## config.mk

```make
export PLATFORM = sky130hd
export DESIGN_NAME = rcpnl_top
export DESIGN_NICKNAME = d
export VERILOG_FILES = /design/src/hw/rcpnl_pkg.sv /design/src/hw/rcpnl_top.sv
export SDC_FILE = /design/constraint.sdc
export NUM_CORES = 1
export LEC_CHECK = 0
export BUFFER_PORTS_ARGS = -buffer_cell sky130_fd_sc_hd__clkbuf_2
export CORE_MARGIN = 4
export CORE_UTILIZATION = 35
export DETAILED_ROUTE_END_ITERATION = 10
export PLACE_DENSITY_LB_ADDON = 0.08
export SLEW_MARGIN = 20
export SYNTH_ARGS = -nofsm -noshare
export SYNTH_HDL_FRONTEND = slang
export SYNTH_SLANG_ARGS = --single-unit
```

## constraint.sdc

```tcl
create_clock -name mclk_in -period 2.92 [get_ports mclk_in]
set_clock_uncertainty 0.1 [all_clocks]
set_input_delay 0.292 -clock mclk_in [delete_from_list [all_inputs] [get_ports mclk_in]]
set_output_delay 0.292 -clock mclk_in [all_outputs]
set_load 0.1 [all_outputs]
```

## src/hw/rcpnl_pkg.sv

```systemverilog
/*
 * package for the recloser operator panel control: register map,
 * field positions, reset values and timing constants.
 * assumes a 100 MHz system clock and a 32-bit apb register bus.
 */
package rcpnl_pkg;
	// register byte offsets
	localparam logic [11:0] RCPNL_OFS_CTRL   = 12'h000; // remote function control
	localparam logic [11:0] RCPNL_OFS_STATUS = 12'h004; // live state readback
	localparam logic [11:0] RCPNL_OFS_OPTMAP = 12'h008; // option key assignment
	localparam logic [11:0] RCPNL_OFS_CMD    = 12'h00C; // remote pulse commands
	// ctrl fields
	localparam int RCPNL_C_TAG    = 0;  // serial live-line tag request
	localparam int RCPNL_C_GTI    = 1;  // remote ground trip inhibit
	localparam int RCPNL_C_NRC    = 2;  // remote non-reclosing
	localparam int RCPNL_C_CLPEN  = 3;  // cold load pickup enabled
	localparam int RCPNL_C_PROF   = 4;  // profile, 2 bits
	localparam int RCPNL_C_PROFWR = 6;  // write strobe for profile field
	// cmd fields
	localparam int RCPNL_K_TRIP   = 0;  // remote trip
	localparam int RCPNL_K_CLOSE  = 1;  // remote close
	// option functions, 4 bit codes, 0 is unassigned
	localparam logic [3:0] RCPNL_OPT_NONE = 4'h0;
	localparam logic [3:0] RCPNL_OPT_CLPB = 4'h2; // cold load pickup blocked
	localparam logic [3:0] RCPNL_OPT_FTB  = 4'h4; // fast trip blocked
	localparam logic [3:0] RCPNL_OPT_MAX  = 4'h9; // highest code
	localparam logic [31:0] RCPNL_RST_WORD = 32'h0000_0000;
	// timing
	localparam int RCPNL_CLK_MHZ      = 100;
	localparam int RCPNL_CHG_S        = 10; // change window, seconds
	localparam int RCPNL_CFAIL_S      = 5;  // close failure alarm, seconds
	localparam int RCPNL_DEB_MS       = 10; // debounce, milliseconds
	localparam int RCPNL_CHG_CYC      = RCPNL_CHG_S * RCPNL_CLK_MHZ * 1_000_000;
	localparam int RCPNL_CFAIL_CYC    = RCPNL_CFAIL_S * RCPNL_CLK_MHZ * 1_000_000;
	localparam int RCPNL_DEB_CYC      = RCPNL_DEB_MS * RCPNL_CLK_MHZ * 1_000;
	// close sequencing states
	typedef enum logic [2:0] {
		RCPNL_CS_IDLE = 3'b001,
		RCPNL_CS_PEND = 3'b010,
		RCPNL_CS_FAIL = 3'b100
	} rcpnl_cls_t;
endpackage : rcpnl_pkg

```

## src/hw/rcpnl_top.sv

```systemverilog
/*
 * recloser operator panel control: tag interlock, close supervision,
 * trip and close buttons, change mode and function keys, apb registers.
 * assumes panel keys are raw asynchronous levels, active high when
 * pressed, and the protection engine consumes the mode outputs.
 */
`timescale 1ns/100ps
`default_nettype none
module rcpnl_top #(
	parameter int CHG_CYC   = rcpnl_pkg::RCPNL_CHG_CYC,   // change window length
	parameter int CFAIL_CYC = rcpnl_pkg::RCPNL_CFAIL_CYC, // close failure delay
	parameter int DEB_CYC   = rcpnl_pkg::RCPNL_DEB_CYC,   // debounce length
	parameter int NKEY      = 13                          // panel key count
) (
	input  wire logic        mclk_in,
	input  wire logic        rst_b_in,
	input  wire logic [11:0] paddr_in,
	input  wire logic        psel_in,
	input  wire logic        penable_in,
	input  wire logic        pwrite_in,
	input  wire logic [31:0] pwdata_in,
	input  wire logic [3:0]  pstrb_in,
	output logic [31:0]      prdata_out,
	output logic             pready_out,
	output logic             pslverr_out,
	input  wire logic [NKEY-1:0] key_in,        // raw panel keys
	input  wire logic        scada_tag_in,      // discrete tag request
	input  wire logic        scada_gti_in,      // discrete ground trip inhibit
	input  wire logic        scada_nrc_in,      // discrete non-reclosing
	input  wire logic        scada_trip_in,     // discrete supervisory trip pulse level
	input  wire logic        scada_close_in,    // discrete supervisory close level
	input  wire logic        fuse_in,           // close fuse present
	input  wire logic        closed_in,         // recloser closed contact
	input  wire logic        auto_close_in,     // reclose request from protection
	output logic             trip_out,          // trip coil drive
	output logic             close_out,         // close coil drive
	output logic             lockout_out,       // control locked out
	output logic             seq_reset_out,     // sequence back to first step
	output logic             tag_out,           // live-line tag active / led
	output logic             one_shot_out,      // single trip to lockout
	output logic             fast_curve_out,    // time on faster of tag delay, first curve
	output logic             clp_out,           // cold load pickup active
	output logic             nrc_out,           // non-reclosing effective
	output logic             ftb_out,           // fast trips disabled effective
	output logic             gti_out,           // ground trip inhibit / led
	output logic             sup_blk_out,       // supervisory block / led
	output logic [1:0]       profile_out,       // active profile, 0 normal
	output logic [2:0]       prof_led_out,      // alternate profile leds
	output logic [2:0]       opt_led_out,       // option key leds
	output logic             cfail_out,         // close failure alarm
	output logic             chg_out            // change mode led
);
	import rcpnl_pkg::*;

	// key indexes
	localparam int K_TRIP = 0, K_CLOSE = 1, K_TAG = 2, K_CHG = 3, K_GTI = 4;
	localparam int K_NRC = 5, K_SUP = 6, K_PR1 = 7, K_OP1 = 10;

	logic [NKEY-1:0] s1, s2;          // synchroniser stages
	logic [NKEY-1:0] deb;             // debounced level
	logic [NKEY-1:0] deb_q;           // previous debounced level
	logic [NKEY-1:0] press;           // one-cycle press events
	logic [31:0]     deb_cnt [NKEY];  // per key stability counters
	logic [6:0]      d1, d2;          // discrete input synchronisers
	logic            fuse_ok;         // synchronised fuse present
	logic            closed_s;        // synchronised closed contact
	// fuse and contact are pins too; only the second flop is read
	assign fuse_ok = d2[5];
	assign closed_s = d2[6];

	// two-flop synchroniser; s1 feeds only s2
	always_ff @(posedge mclk_in or negedge rst_b_in) begin
		if (!rst_b_in) begin
			s1 <= '0;
			s2 <= '0;
			d1 <= '0;
			d2 <= '0;
		end else begin
			s1 <= key_in;
			s2 <= s1;
			d1 <= {closed_in, fuse_in, scada_close_in, scada_trip_in, scada_nrc_in,
			       scada_gti_in, scada_tag_in};
			d2 <= d1;
		end
	end

	// debounce: level accepted after DEB_CYC stable cycles
	// bounces shorter than that are lost, which is the point
	always_ff @(posedge mclk_in or negedge rst_b_in) begin
		if (!rst_b_in) begin
			deb <= '0;
			deb_q <= '0;
			for (int i = 0; i < NKEY; i++) deb_cnt[i] <= '0;
		end else begin
			deb_q <= deb;
			for (int i = 0; i < NKEY; i++) begin
				if (s2[i] == deb[i]) begin
					deb_cnt[i] <= '0;
				end else if (deb_cnt[i] >= 32'(DEB_CYC - 1)) begin
					deb[i] <= s2[i];
					deb_cnt[i] <= '0;
				end else begin
					deb_cnt[i] <= deb_cnt[i] + 32'd1;
				end
			end
		end
	end
	assign press = deb & ~deb_q;

	// apb register state
	logic [31:0] ctrl;        // remote control word
	logic [11:0] optmap;      // three 4-bit option assignments
	logic        rtrip_p;     // remote trip pulse
	logic        rclose_p;    // remote close pulse
	logic        rprof_p;     // remote profile write pulse
	logic [1:0]  rprof_v;     // remote profile value
	logic        wr_en;       // write access edge
	logic        rear_ok;     // rear commands allowed
	assign wr_en = psel_in & penable_in & pwrite_in;
	assign pready_out = 1'b1;
	assign rear_ok = ~sup_blk_out;

	// register writes; rear port commands other than tag and option map writes dropped under supervisory block
	always_ff @(posedge mclk_in or negedge rst_b_in) begin
		if (!rst_b_in) begin
			ctrl <= RCPNL_RST_WORD;
			optmap <= '0;
			rtrip_p <= 1'b0;
			rclose_p <= 1'b0;
			rprof_p <= 1'b0;
			rprof_v <= '0;
		end else begin
			rtrip_p <= 1'b0;
			rclose_p <= 1'b0;
			rprof_p <= 1'b0;
			if (wr_en && pstrb_in[0]) begin
				if (paddr_in == RCPNL_OFS_CTRL) begin
					// tag request is serial-owned, never from another source
					ctrl[RCPNL_C_TAG] <= pwdata_in[RCPNL_C_TAG];
					if (rear_ok) begin
						ctrl[RCPNL_C_GTI] <= pwdata_in[RCPNL_C_GTI];
						ctrl[RCPNL_C_NRC] <= pwdata_in[RCPNL_C_NRC];
						ctrl[RCPNL_C_CLPEN] <= pwdata_in[RCPNL_C_CLPEN];
						rprof_p <= pwdata_in[RCPNL_C_PROFWR];
						rprof_v <= pwdata_in[RCPNL_C_PROF +: 2];
					end
				end else if (paddr_in == RCPNL_OFS_OPTMAP) begin
					optmap[7:0] <= pwdata_in[7:0];
				end else if (paddr_in == RCPNL_OFS_CMD && rear_ok) begin
					rtrip_p <= pwdata_in[RCPNL_K_TRIP];
					rclose_p <= pwdata_in[RCPNL_K_CLOSE];
				end
			end
			if (wr_en && pstrb_in[1] && paddr_in == RCPNL_OFS_OPTMAP) begin
				optmap[11:8] <= pwdata_in[11:8];
			end
		end
	end

	// change mode and panel function state
	logic        chg;          // change mode open
	logic [31:0] chg_cnt;      // window counter
	logic        p_tag;        // panel tag request
	logic        p_gti;        // panel ground trip inhibit
	logic        p_nrc;        // panel non-reclosing
	logic        sup;          // supervisory block
	logic [1:0]  prof;         // active profile
	logic [2:0]  opt_on;       // option key states
	logic        fn_key;       // any function key press
	assign fn_key = |press[NKEY-1:K_GTI];

	// change window; one selection closes it, timeout changes nothing
	always_ff @(posedge mclk_in or negedge rst_b_in) begin
		if (!rst_b_in) begin
			chg <= 1'b0;
			chg_cnt <= '0;
		end else if (press[K_CHG]) begin
			chg <= 1'b1;
			chg_cnt <= '0;
		end else if (chg && (fn_key || chg_cnt >= 32'(CHG_CYC - 1))) begin
			chg <= 1'b0;
			chg_cnt <= '0;
		end else if (chg) begin
			chg_cnt <= chg_cnt + 32'd1;
		end
	end

	// panel toggles other than tag, only taken in change mode; profile may also be set remotely outside change mode
	always_ff @(posedge mclk_in or negedge rst_b_in) begin
		if (!rst_b_in) begin
			p_tag <= 1'b0;
			p_gti <= 1'b0;
			p_nrc <= 1'b0;
			sup <= 1'b0;
			prof <= '0;
			opt_on <= '0;
		end else begin
			if (press[K_TAG]) p_tag <= ~p_tag;
			if (chg) begin
				if (press[K_GTI]) p_gti <= ~p_gti;
				if (press[K_NRC]) p_nrc <= ~p_nrc;
				if (press[K_SUP]) sup <= ~sup;
				for (int i = 0; i < 3; i++) begin
					if (press[K_PR1+i]) begin
						// active key deselects, other key selects
						prof <= (prof == 2'(i + 1)) ? 2'd0 : 2'(i + 1);
					end
					if (press[K_OP1+i] && optmap[4*i +: 4] != RCPNL_OPT_NONE &&
					    optmap[4*i +: 4] <= RCPNL_OPT_MAX) begin
						opt_on[i] <= ~opt_on[i];
					end
				end
			end else if (rprof_p) begin
				prof <= rprof_v;
			end
		end
	end

	// option function decode
	logic clpb;   // cold load pickup blocked
	logic ftb_o;  // fast trip blocked
	always_comb begin
		clpb = 1'b0;
		ftb_o = 1'b0;
		for (int i = 0; i < 3; i++) begin
			if (opt_on[i] && optmap[4*i +: 4] == RCPNL_OPT_CLPB) clpb = 1'b1;
			if (opt_on[i] && optmap[4*i +: 4] == RCPNL_OPT_FTB) ftb_o = 1'b1;
		end
	end

	// tag and mode resolution
	logic tag;    // combined tag
	logic gti_a;  // combined ground trip inhibit
	logic nrc_a;  // combined non-reclosing
	assign tag = p_tag | ctrl[RCPNL_C_TAG] | d2[0];
	assign gti_a = p_gti | ctrl[RCPNL_C_GTI] | (d2[1] & rear_ok);
	assign nrc_a = p_nrc | ctrl[RCPNL_C_NRC] | (d2[2] & rear_ok);

	// close and trip sources
	logic trip_req;   // any trip request
	logic close_req;  // any close request
	logic man_close;  // manual or remote close
	logic lock;       // lockout state
	logic clp;        // cold load pickup active
	rcpnl_cls_t cs;   // close supervision state
	logic [31:0] cf_cnt; // close failure counter
	logic [1:0]  dtc_q;  // discrete trip/close previous
	assign trip_req = press[K_TRIP] | rtrip_p | (d2[3] & ~dtc_q[0] & rear_ok);
	assign man_close = press[K_CLOSE] | rclose_p | (d2[4] & ~dtc_q[1] & rear_ok);
	// tag cancels every close source; auto reclose also obeys non-reclosing
	assign close_req = ~tag & (man_close | (auto_close_in & ~nrc_a & ~lock));

	// outputs drawn from mode state; tag wins over cold load and friends
	always_ff @(posedge mclk_in or negedge rst_b_in) begin
		if (!rst_b_in) begin
			tag_out <= 1'b0;
			one_shot_out <= 1'b0;
			fast_curve_out <= 1'b0;
			nrc_out <= 1'b0;
			ftb_out <= 1'b0;
			clp_out <= 1'b0;
			gti_out <= 1'b0;
			sup_blk_out <= 1'b0;
			profile_out <= '0;
			prof_led_out <= '0;
			opt_led_out <= '0;
			chg_out <= 1'b0;
			dtc_q <= '0;
		end else begin
			dtc_q <= d2[4:3];
			tag_out <= tag;
			one_shot_out <= tag;
			fast_curve_out <= tag;
			nrc_out <= nrc_a & ~tag;
			ftb_out <= ftb_o & ~tag;
			clp_out <= clp & ~tag;
			gti_out <= gti_a;
			sup_blk_out <= sup;
			profile_out <= prof;
			prof_led_out <= {prof == 2'd3, prof == 2'd2, prof == 2'd1};
			opt_led_out <= opt_on;
			chg_out <= chg;
		end
	end

	// close supervision: pending while fuse out, alarm after delay
	always_ff @(posedge mclk_in or negedge rst_b_in) begin
		if (!rst_b_in) begin
			cs <= RCPNL_CS_IDLE;
			cf_cnt <= '0;
			close_out <= 1'b0;
			cfail_out <= 1'b0;
		end else begin
			close_out <= 1'b0;
			case (cs)
				RCPNL_CS_IDLE: begin
					cf_cnt <= '0;
					if (close_req && !trip_req) begin
						if (fuse_ok) close_out <= 1'b1;
						else cs <= RCPNL_CS_PEND;
					end
				end
				RCPNL_CS_PEND: begin
					cf_cnt <= cf_cnt + 32'd1;
					if (tag || trip_req) begin
						cs <= RCPNL_CS_IDLE;
					end else if (fuse_ok) begin
						close_out <= 1'b1;
						cs <= RCPNL_CS_IDLE;
					end else if (cf_cnt >= 32'(CFAIL_CYC - 1)) begin
						cfail_out <= 1'b1;
						cs <= RCPNL_CS_FAIL;
					end
				end
				RCPNL_CS_FAIL: begin
					// alarm stands until a fresh close with fuse back
					if (close_req && fuse_ok && !trip_req) begin
						cfail_out <= 1'b0;
						close_out <= 1'b1;
						cs <= RCPNL_CS_IDLE;
					end
				end
				default: cs <= RCPNL_CS_IDLE;
			endcase
		end
	end

	// trip, lockout, sequence reset and cold load pickup
	// trip_out only from requests; tag never drives it
	always_ff @(posedge mclk_in or negedge rst_b_in) begin
		if (!rst_b_in) begin
			trip_out <= 1'b0;
			lock <= 1'b1;
			seq_reset_out <= 1'b0;
			clp <= 1'b0;
		end else begin
			trip_out <= trip_req;
			seq_reset_out <= 1'b0;
			if (trip_req) begin
				lock <= 1'b1;
			end else if (man_close && !tag) begin
				lock <= 1'b0;
				seq_reset_out <= 1'b1;
				if (lock && !closed_s && ctrl[RCPNL_C_CLPEN] && !clpb) begin
					clp <= 1'b1;
				end
			end
			if (trip_req) clp <= 1'b0;
		end
	end
	assign lockout_out = lock;

	// apb read mux; unmapped reads zero with error
	always_comb begin
		prdata_out = 32'h0000_0000;
		pslverr_out = 1'b0;
		if (paddr_in == RCPNL_OFS_CTRL) begin
			prdata_out = {25'h0, 1'b0, prof, ctrl[3:0]};
		end else if (paddr_in == RCPNL_OFS_STATUS) begin
			prdata_out = {20'h0, chg, cfail_out, clp, lock, sup, gti_a, nrc_a, tag,
			              d2[0], ctrl[RCPNL_C_TAG], p_tag, 1'b0};
		end else if (paddr_in == RCPNL_OFS_OPTMAP) begin
			prdata_out = {20'h0, optmap};
		end else if (paddr_in == RCPNL_OFS_CMD) begin
			prdata_out = 32'h0000_0000;
		end else begin
			pslverr_out = psel_in & penable_in;
		end
	end

	// checks
	a_tag_blocks_close: assert property (@(posedge mclk_in) disable iff (!rst_b_in)
		tag_out && tag |-> !close_out) else $error("close issued under tag");
	a_tag_no_trip: assert property (@(posedge mclk_in) disable iff (!rst_b_in)
		$rose(tag_out) && !$past(trip_req) |-> !trip_out) else $error("tag tripped");
	a_tag_one_shot: assert property (@(posedge mclk_in) disable iff (!rst_b_in)
		tag_out |-> one_shot_out && fast_curve_out) else $error("tag mode wrong");
	a_tag_over_clp: assert property (@(posedge mclk_in) disable iff (!rst_b_in)
		tag_out |-> !clp_out && !nrc_out && !ftb_out) else $error("tag lost priority");
	a_tag_or: assert property (@(posedge mclk_in) disable iff (!rst_b_in)
		p_tag |=> tag_out) else $error("panel tag ignored");
	a_fuse_close: assert property (@(posedge mclk_in) disable iff (!rst_b_in)
		!fuse_ok |=> !close_out) else $error("close without fuse");
	a_trip_lock: assert property (@(posedge mclk_in) disable iff (!rst_b_in)
		press[K_TRIP] |=> trip_out && lock) else $error("trip button lost");
	a_chg_one_shot: assert property (@(posedge mclk_in) disable iff (!rst_b_in)
		chg && press[K_GTI] && !press[K_CHG] |=> !chg && (p_gti != $past(p_gti)))
		else $error("change mode selection wrong");
	a_no_chg_no_toggle: assert property (@(posedge mclk_in) disable iff (!rst_b_in)
		!chg |=> $stable(sup)) else $error("sup changed outside change mode");
	a_one_profile: assert property (@(posedge mclk_in) disable iff (!rst_b_in)
		$countones(prof_led_out) <= 1) else $error("several profiles lit");
endmodule : rcpnl_top
`default_nettype wire

```

Word level (Yosys, flattened, before mapping):

Index checks and enable logic that the tools add are counted.

* register bits after elaboration: 603
* input bits: 74

* $add $sub $neg: 15
* $lt $le $gt $ge: 18
* equality and inequality tests: 36
* muxes and demuxes: 88
* bitwise gates (word level): 54
* reductions and logical operators: 68

Operator list (number)
* $mux W32: 29
* $add A32 B1 Y32 const B: 15
* $ge A32 B20 Y1 const B: 13
* $pmux W32 S2: 1
* $reduce_and A2 Y1: 22
* $mux W1: 39
* $mux W12: 3
* $ge A32 B29 Y1 const B: 1
* $ge A32 B30 Y1 const B: 1
* $not A1 Y1: 27
* $eq A12 B4 Y1 const B: 2
* $logic_and A1 B1 Y1: 24
* $mux W3: 6
* $and A1 B1 Y1: 14
* $mux W2: 7
* $and A13 B13 Y13: 1
* $eq A1 B1 Y1: 13
* $not A13 Y13: 1
* $eq A12 B3 Y1 const B: 1
* $eq A4 B2 Y1 const B: 3
* $eq A4 B3 Y1 const B: 3
* $le A4 B4 Y1 const B: 3
* $logic_not A12 Y1: 1
* $ne A2 B2 Y1 const B: 6
* 19 further kinds: 43

Depth between registers and ports, before layout:

Gate-level depths: netlist of run 1.

* depth after elaboration: 12
* gate-level depth with buffers: 9
* depth with buffers taken out: 7

Worst setup path after synthesis of run 1:

No wires, ideal clock.

* path type: input to output
* from: input paddr_in[5]
* to: output prdata_out[0]
* data arrival time: 2.876 ns
* path slack: -0.348 ns
* cell stages on the path: 3
* cell sequence: nor4_1 nand3_1 nor3_1

* cells in the longest elaborated chain, start to end: 4

Ends and longest elaborated chain
* start, declared: line rcpnl_top.sv:17 `input wire logic [11:0] paddr_in,`
* $eq A12 B4 Y1: line rcpnl_top.sv:362 `end else if (paddr_in == RCPNL_OFS_OPTMAP) begin`
* $mux W12: line rcpnl_top.sv:362
* $mux W12: line rcpnl_top.sv:359 `end else if (paddr_in == RCPNL_OFS_STATUS) begin`
* $mux W12 (*): line rcpnl_top.sv:357 `if (paddr_in == RCPNL_OFS_CTRL) begin`
* end, declared: line rcpnl_top.sv:23 `output logic [31:0] prdata_out,`

Mark *: on every way between the ends. The rest lies on a longest branch, timed or not.

Final worst setup path of run 1:

* from: register sup_blk_out
* to: output prdata_out[6]

* cells in the longest elaborated chain, start to end: 5

Ends and longest elaborated chain
* start, declared: line rcpnl_top.sv:46 `output logic sup_blk_out,`
* start signal, assigned: line rcpnl_top.sv:278 `sup_blk_out <= sup;`
* $not A1 Y1 (no source line)
* $and A1 B1 Y1: line rcpnl_top.sv:236 `assign gti_a = p_gti | ctrl[RCPNL_C_GTI] | (d2[1] & rear_ok);`
* $or A1 B1 Y1: line rcpnl_top.sv:236
* net gti_a: line rcpnl_top.sv:233 `logic gti_a;`
* $mux W12: line rcpnl_top.sv:359
* $mux W12: line rcpnl_top.sv:357

The timed path passes the listed nets, and every way through them passes these cells.

==> results of run 1 <==
-- per-layer routing --
metal  vias to the layer above  part of all wire, %
li1                       8149                    -
met1                      8054                   49
met2                       235                   44
met3                        79                  4.9
met4                         0                  1.9
met5                         -                    0
-- power by group --
group	total [mW]	switching, mW	internal [mW]	leakage [nW]
registers	8.77	0.163	8.61	7.87
logic	1.21	0.970	0.243	3.85
clock network	8.84	3.45	5.39	1.18
-- repair_timing --
item,CTS,global route
hold buffers,33,0
endpoints found under the setup margin,0,0
hold endpoints to repair,333,0
-- worst min path at each step --
| stage | startpoint | to | slack (ps) | depth (start not counted) |
|---|---|---|---|---|
| 4_1_cts | auto_close_in | cs[1]$_DFFE_PN0P_ | 70 | 5 |
| 2_1_floorplan | rst_b_in | cf_cnt[0]$_DFFE_PN0N_ | -100 | 0 |
| 5_1_grt | rst_b_in | deb_cnt[183]$_DFF_PN0_ | 130 | 2 |
| 6_report | rst_b_in | deb_cnt[370]$_DFF_PN0_ | 130 | 2 |
| 3_5_place_dp | rst_b_in | deb_cnt[370]$_DFF_PN0_ | 150 | 1 |
| 3_3_place_gp | rst_b_in | deb_cnt[370]$_DFF_PN0_ | 140 | 1 |
-- registers in the layout (all words and copies together), names as in the netlist, 4 cells and up --
name,flops
optmap,12
chg_cnt,32
s2,13
deb_q,13
cf_cnt,32
deb_cnt,416
s1,13
d2,7
deb,13
ctrl,4
d1,7
-- final cells by class --
cell class / count / area [um2]
inverter: 34 / 128
tap: 940 / 1180
clock inverter: 28 / 269
timing repair buffer: 157 / 1360
multi-input combinational: 1684 / 9790
clock buffer: 103 / 2110
fill: 6714 / 40100
antenna: 2 / 5.00
sequential: 603 / 15100
-- critical path, delay by kind of cell (launching register included) --
family	cells	cell delay, ps
buffers and inverters	1	230
DFF	1	550
AOI/OAI and AO/OA	2	640
and+or+nand+nor	1	330
-- layout by cell type (no fill, tap or decap), drive strengths merged, types with 52 or more instances in the layout --
cell type and count:
clkbuf 175, nor2 352, xor2 158, buf 52, nand4 63, conb 177, dfrtp 601, nand3 130
xnor2 99, nor4 55, and3 76, nand2 179
-- per-stage QoR --
step | hold WS, ps | power [mW] | instance area [um2] | cells
after floorplan | -104 | 9.65 | 25400 | 2387
after global placement | 141 | 10.1 | 27200 | 3385
after detailed placement | 149 | 10.1 | 27200 | 3385
after CTS | 70.8 | 19.2 | 29900 | 3549
after global routing | 135 | 19.6 | 29900 | 3549
final | 127 | 18.8 | 29900 | 3551
-- cell families (layout without fill, tap and decap cells) --
logic type | count (synthesis) | in the layout | synth area share [%]
DFF | 603 | 603 | 61.0
muxes | 46 | 46 | 2.02
other | 2 | 179 | 0.0304
xor gates and xnor gates | 257 | 257 | 9.10
adders and majority gates | 15 | 15 | 0.759
AOI/OAI and AO/OA | 188 | 188 | 5.17
buffers and inverters | 100 | 322 | 2.07
and+or+nand+nor | 1001 | 1001 | 19.8
==> impl_metrics.tcl, run 1 <==
set metrics [dict create \
    status "finished clean" \
    grt-busiest-layer "met2" \
    track_usage_pct 13.9 \
    maxSlewViolCount 0 \
    grt_pass1_wl_um 85200 \
    r2r_cells 7 \
    grt_use_met2_pct 21.1 \
    async_flop_share_pct 100 \
    path_class "register to output pin" \
    synth_largest_area_cell "dfrtp_1" \
    yosysMostFrequentCell "dfrtp_1" \
    cts_max_path_buffers 3 \
    setup_tns_ps 0 \
    dp_slack_ps 289 \
    rrSetupSlack_ps 260 \
    initial_core_util_pct 35.3 \
    antenna_found_initial 4 \
    end_kind "output pin" \
    clock_sink_count 603 \
    cts-resized-gates 0 \
    path_cells "o21ai_0, a22oi_1, nor2_2, buf_12" \
    clkLatencyLatePin_ps 600 \
    routedWlPerCell_um 14.2 \
    rows 97 \
    critPathRequiredTime_ps 2530 \
    grt_util_met1_pct 19.9 \
    global_route.overflow_total 0 \
    core_um2 70000 \
    synth_seq_cells 603 \
    die_h_um 274 \
    use_met3_pct 3.30 \
    cts-root-buf "clkbuf_16" \
    design.portCount 130 \
    slowest_stage "dfrtp_1" \
    min_period_over_period_pct 93.7 \
    critPathMaxStageDelay_ps 550 \
    cts_tree "yes" \
    cts_buffers 72 \
    firstDrtPassIters 5 \
    wl_um 50600 \
    setup_slack_ps 184 \
    post-dp-hpwl_um 34400 \
    rsz0062_at_grt "false" \
    cp-start-kind "register" \
    min_path_type "input port to async pin" \
    ys_types 67 \
    drtIter0Drc 877 \
    worstPathArrival_ps 2340 \
    vias_per_cell 4.65 \
    grt_pass1_vias 16577 \
    drc 0 \
    setup_viol 0 \
    yosys_warnings 0 \
    leakagePower_nw 12.9 \
    drt.antenna.violating_nets 0 \
    place_congestion 0.751 \
    clock.fmax_mhz 365 \
    critical_path.startpoint "sup_blk_out$_DFF_PN0_" \
    synth_edf_count 0 \
    maxSlewHeadroom_pct 45.8 \
    r2r-end "deb_cnt[224]$_DFF_PN0_" \
    drive_gt1_share_pct 11.2 \
    final_nets 2641 \
    port_buffers 86 \
    critPathCapture "prdata_out[6]" \
    dieWidth_um 274 \
    die_area_um2 75000 \
    synthTopCellsByCount "dfrtp_1 (601), nor2_1 (351), nand2_1 (174)" \
    tightest_slew_ps 806 \
    path_clk_slew_ps 60 \
    vias 16517 \
    cts_setup_buffers 0 \
    synth.avg_cell_area_um2 11.2 \
    cp_max_fo 9 \
    area_delta_synth_final_pct 21.1 \
    final_util_pct 42.8 \
    drv_cap 0 \
    timing.final.crit_period_ps 2740 \
    htreeDepth 3 \
    synthFlopType "dfrtp_1" \
    power_density_nw_per_um2 629 \
    yosys.area.top_type_share_pct 60.8 \
    syn_area_um2 24700 \
    hold_viol 0 \
    synth-seq-area-share_pct 61.0 \
    grt_start_max_net_pins 115 \
    syn_inst 2212 \
    peakVddDrop_v 0.000398 \
    synth_area_leaders "dfrtp_1 (61%), xor2_1 (5.6%), nor2_1 (5.3%), xnor2_1 (3.5%), nand2_1 (2.6%)" \
    rr_startpoint "deb_cnt[224]$_DFF_PN0_" \
]
No activity file was read; power rests on OpenSTA's default activity.
==> run 2, diff against run 1 <==
Settings changed: REMOVE_ABC_BUFFERS set to 1.
==> impl_metrics.tcl, run 2 (synthesized netlist as in run 1, its figures left out) <==
set metrics [dict create \
    final_cell_mix "dfrtp_1 (601), nor2_1 (351), conb_1 (177), nand2_1 (174), xor2_1 (158)" \
    die_area_um2 75000 \
    cp-start-kind "register" \
    grt_start_max_net_pins 96 \
    vias_per_cell 4.65 \
    global_route.overflow_total 0 \
    drive_gt1_share_pct 10.9 \
    die_h_um 274 \
    maxSlewViolCount 0 \
    place_congestion 0.751 \
    hold_viol 0 \
    cts-resized-gates 0 \
    wl_um 50700 \
    drc 0 \
    cts-root-buf "clkbuf_16" \
    multiInputGateArea_um2 9780 \
    peakVddDrop_v 0.000433 \
    cts_setup_buffers 0 \
    critPathRequiredTime_ps 3330 \
    worstPathArrival_ps 3040 \
    end_kind "register" \
    maxSlewHeadroom_pct 46.3 \
    cts_tree "yes" \
    drtIter0Drc 805 \
    min_path_cells 4 \
    power_density_nw_per_um2 634 \
    final_util_pct 42.8 \
    r2r_cells 8 \
    grt_pass1_vias 16795 \
    vias 16489 \
    timing.final.crit_period_ps 2630 \
    clkLatencyLatePin_ps 600 \
    track_usage_pct 14.0 \
    layout_commonest_cell "dfrtp_1" \
    reg_top3 "deb_cnt (416), cf_cnt (32), chg_cnt (32)" \
    setup_tns_ps 0 \
    path_class "register to register" \
    dieWidth_um 274 \
    drt.antenna.violating_nets 0 \
    setup_viol 0 \
    area_delta_synth_final_pct 21.1 \
    min_period_over_period_pct 89.9 \
    n_fill_cell 6648 \
    cts_max_path_buffers 3 \
    largest_reg_flops 416 \
    status "finished clean" \
    antenna_found_initial 2 \
    path_clk_slew_ps 60 \
    cp_max_fo 19 \
    leakagePower_nw 12.9 \
    post-dp-hpwl_um 34400 \
    rows 97 \
    design.portCount 130 \
    firstDrtPassIters 6 \
    power_mw 19.0 \
    clock.fmax_mhz 381 \
    tightest_slew_ps 799 \
    regArea_um2 15100 \
    clock_sink_count 603 \
    drv_cap 0 \
    port_buffers 86 \
    largest_register "deb_cnt" \
    timing.hold.ws_ps 93.0 \
    htreeDepth 3 \
    cts_buffers 72 \
    grt_pass1_wl_um 86100 \
    core_um2 70000 \
    final_nets 2641 \
    min_path_type "input port to register" \
    rsz0062_at_grt "false" \
    initial_core_util_pct 35.3 \
    routedWlPerCell_um 14.3 \
]
[run 2: changes by cell type in the layout (fill, tap and decap cells not counted), moves of 2 or more]
cell       change
buf_4          +2
clkbuf_8       -2
nor2_2         -2
buf_12         -2
nor2_1         +2
clkbuf_16      +3
clkinv_2       -4
[run 2: worst paths after layout]
path / endpoint / startpoint / slack, ps
min: rprof_p$_DFF_PN0_ / pstrb_in[0] / 90
min in group asynchronous: deb_cnt[367]$_DFF_PN0_ / rst_b_in / 160
max in group asynchronous: deb_cnt[392]$_DFF_PN0_ / rst_b_in / 1620
max: deb_cnt[204]$_DFF_PN0_ / deb_cnt[192]$_DFF_PN0_ / 290
min reg2reg: s2[1]$_DFF_PN0_ / s1[1]$_DFF_PN0_ / 250
max reg2reg: deb_cnt[204]$_DFF_PN0_ / deb_cnt[192]$_DFF_PN0_ / 290
[run 2: final cells by class]
type,count,share of cell area (%)
antenna,1,0.00836
clock buffer,104,7.21
multi-input combinational,1684,32.7
clock inverter,24,0.882
timing repair buffer,157,4.47
sequential,603,50.4
tap,940,3.93
inverter,34,0.426
[run 2: metal layers]
layer	share of wire (%)	GRT usage (%)
met5	0.026	0
met2	44	21.4
met4	2.6	4.33
met3	4.5	3.38
met1	49	19.7
[run 2: through the flow]
step / std cells / cell area, um2 / setup slack, ps
after floorplan: 2321 / 25000 / -554
after global placement: 3385 / 27200 / 330
after detailed placement: 3385 / 27200 / 239
after CTS: 3546 / 29900 / 195
after global routing: 3546 / 29900 / 37.9
final: 3547 / 29900 / 294
[run 2: what timing repair did]
item | in CTS | in global routing
hold buffers | 33 | 0
endpoints found under the hold margin | 143 | 0
setup endpoints to repair | 0 | 0
[run 2: power breakdown]
group	leakage [nW]	switching [mW]	internal (mW)
Sequential	7.87	0.160	8.61
Clock	1.19	3.42	5.57
Combinational	3.85	0.964	0.252
[run 2: critical path, stage by stage (launching register included)]
cell and delay, ps:
dfrtp_1 410, ha_1 270, and4_1 250, a2111oi_0 590, o211ai_1 180, a31oi_1 320, nand2_1 90, buf_4 210
nor2_1 130
==> run 3, diff against run 2 <==
Settings changed: CORE_ASPECT_RATIO set to 1.1.
==> impl_metrics.tcl, run 3 (synthesized netlist as in run 1, its figures left out) <==
set metrics [dict create \
    status "finished clean" \
    power_density_nw_per_um2 623 \
    n_fill_cell 6649 \
    largest_reg_flops 416 \
    hold_buffers 33 \
    dieWidth_um 261 \
    cp-start-kind "register" \
    clock_sink_count 603 \
    drc 0 \
    path_delay_family "compound AO/OA/AOI/OAI gates" \
    cts_buffers 70 \
    post-dp-hpwl_um 34400 \
    multiInputGateArea_um2 9780 \
    timing.hold.ws_ps 154 \
    maxSlewHeadroom_pct 45.8 \
    maxSlewViolCount 0 \
    hold_viol 0 \
    track_usage_pct 13.8 \
    path_cells "o21a_1, a211oi_1, a21oi_1, nor2_1, buf_12" \
    crit_buf_inv 1 \
    die_h_um 287 \
    largest_register "deb_cnt" \
    drtIter0Drc 789 \
    drt.antenna.violating_nets 0 \
    layout_commonest_cell "dfrtp_1" \
    reg_top3 "deb_cnt (416), cf_cnt (32), chg_cnt (32)" \
    grt_pass1_vias 16831 \
    slowest_stage "dfrtp_1" \
    routedWlPerCell_um 14.2 \
    design.portCount 130 \
    regArea_um2 15100 \
    vias_per_cell 4.68 \
    die_area_um2 75000 \
    firstDrtPassIters 5 \
    htreeDepth 3 \
    final_nets 2640 \
    tightest_slew_ps 807 \
    critPathMaxStageDelay_ps 540 \
    final_cell_mix "dfrtp_1 (601), nor2_1 (351), conb_1 (177), nand2_1 (174), xor2_1 (158)" \
    top_layer_used "met4" \
    cts-resized-gates 0 \
    critPathRequiredTime_ps 2530 \
    initial_core_util_pct 35.6 \
    grt_pass1_wl_um 85200 \
    min_period_over_period_pct 89.8 \
    rows 101 \
    path_clk_slew_ps 60 \
    drive_gt1_share_pct 11.0 \
    peakVddDrop_v 0.000399 \
    global_route.overflow_total 0 \
    cts-root-buf "clkbuf_16" \
    cts_max_path_buffers 3 \
    setup_viol 0 \
    drv_cap 0 \
    grt_start_max_net_pins 70 \
    leakagePower_nw 12.9 \
    wl_met3_um 2330 \
    cts_tree "yes" \
    antenna_found_initial 2 \
    path_class "register to output pin" \
    cp_max_fo 9 \
    route.met2.wl_um 22700 \
    wl_um 50300 \
    vias 16539 \
    cts_setup_buffers 0 \
    worstPathArrival_ps 2230 \
    port_buffers 86 \
    end_kind "output pin" \
    clkLatencyLatePin_ps 590 \
    place_congestion 0.786 \
    dp.cells 3373 \
    wl_met1_um 24100 \
    rsz0062_at_grt "false" \
    clock.fmax_mhz 381 \
    min_path_type "input port to register" \
    core_um2 69500 \
    area_delta_synth_final_pct 20.7 \
    timing.final.crit_period_ps 2620 \
    stdcell_count 3533 \
]
[run 3: routing by layer]
| metal | track usage [%] | vias to the layer above |
|---|---|---|
| met5 | 0 | - |
| met4 | 4.46 | 0 |
| met2 | 21.6 | 238 |
| met3 | 3.00 | 75 |
| li1 | - | 8152 |
| met1 | 19.3 | 8074 |
[run 3: power breakdown]
group          leakage (nW)  switching [mW]  internal, mW  total [mW]
Sequential             7.87           0.160          8.61        8.77
Clock                  1.14            3.41          5.20        8.61
Combinational          3.86           0.955         0.248        1.20
[run 3: final timing paths]
path / from / to / slack [ps] / cells after the start
setup reg to reg: deb[8]$_DFFE_PN0P_ / chg_cnt[28]$_DFFE_PN0P_ / 360 / 6
min in group asynchronous: rst_b_in / cf_cnt[24]$_DFFE_PN0N_ / 200 / 2
setup / recovery: sup_blk_out$_DFF_PN0_ / prdata_out[5] / 300 / 5
hold / removal: pstrb_in[0] / rtrip_p$_DFF_PN0_ / 150 / 4
hold reg to reg: s1[12]$_DFF_PN0_ / s2[12]$_DFF_PN0_ / 240 / 0
max in group asynchronous: rst_b_in / deb_cnt[19]$_DFF_PN0_ / 1500 / 3
[run 3: worst reg2reg max path, stage by stage (launching register included)]
cell and delay (ps):
dfrtp_1 410, nand2b_1 190, and3_1 330, nand4_1 260, or3_1 590, or4_1 540, nand3_1 90
[run 3: per-stage QoR]
stage / utilization, % / power (mW) / setup TNS, ps / setup slack (ps) / instance area, um2
after floorplan: - / 9.60 / -686 / -554 / 25000
after global placement: 39.1 / 10.1 / 0 / 339 / 27200
after detailed placement: 39.1 / 10.1 / 0 / 304 / 27200
after CTS: 42.9 / 19.0 / 0 / 232 / 29800
after global routing: 42.9 / 19.4 / 0 / 96.9 / 29800
final: 42.9 / 18.6 / 0 / 296 / 29800
[run 3: final cells by class]
cell class | count | share of cell area [%]
multi-input cells | 1684 | 32.8
clock inverters | 27 | 0.826
inverters | 34 | 0.428
well taps | 927 | 3.89
flip-flops and latches | 603 | 50.6
repair buffers | 158 | 4.55
diodes | 3 | 0.0252
clock buffers | 97 | 6.89
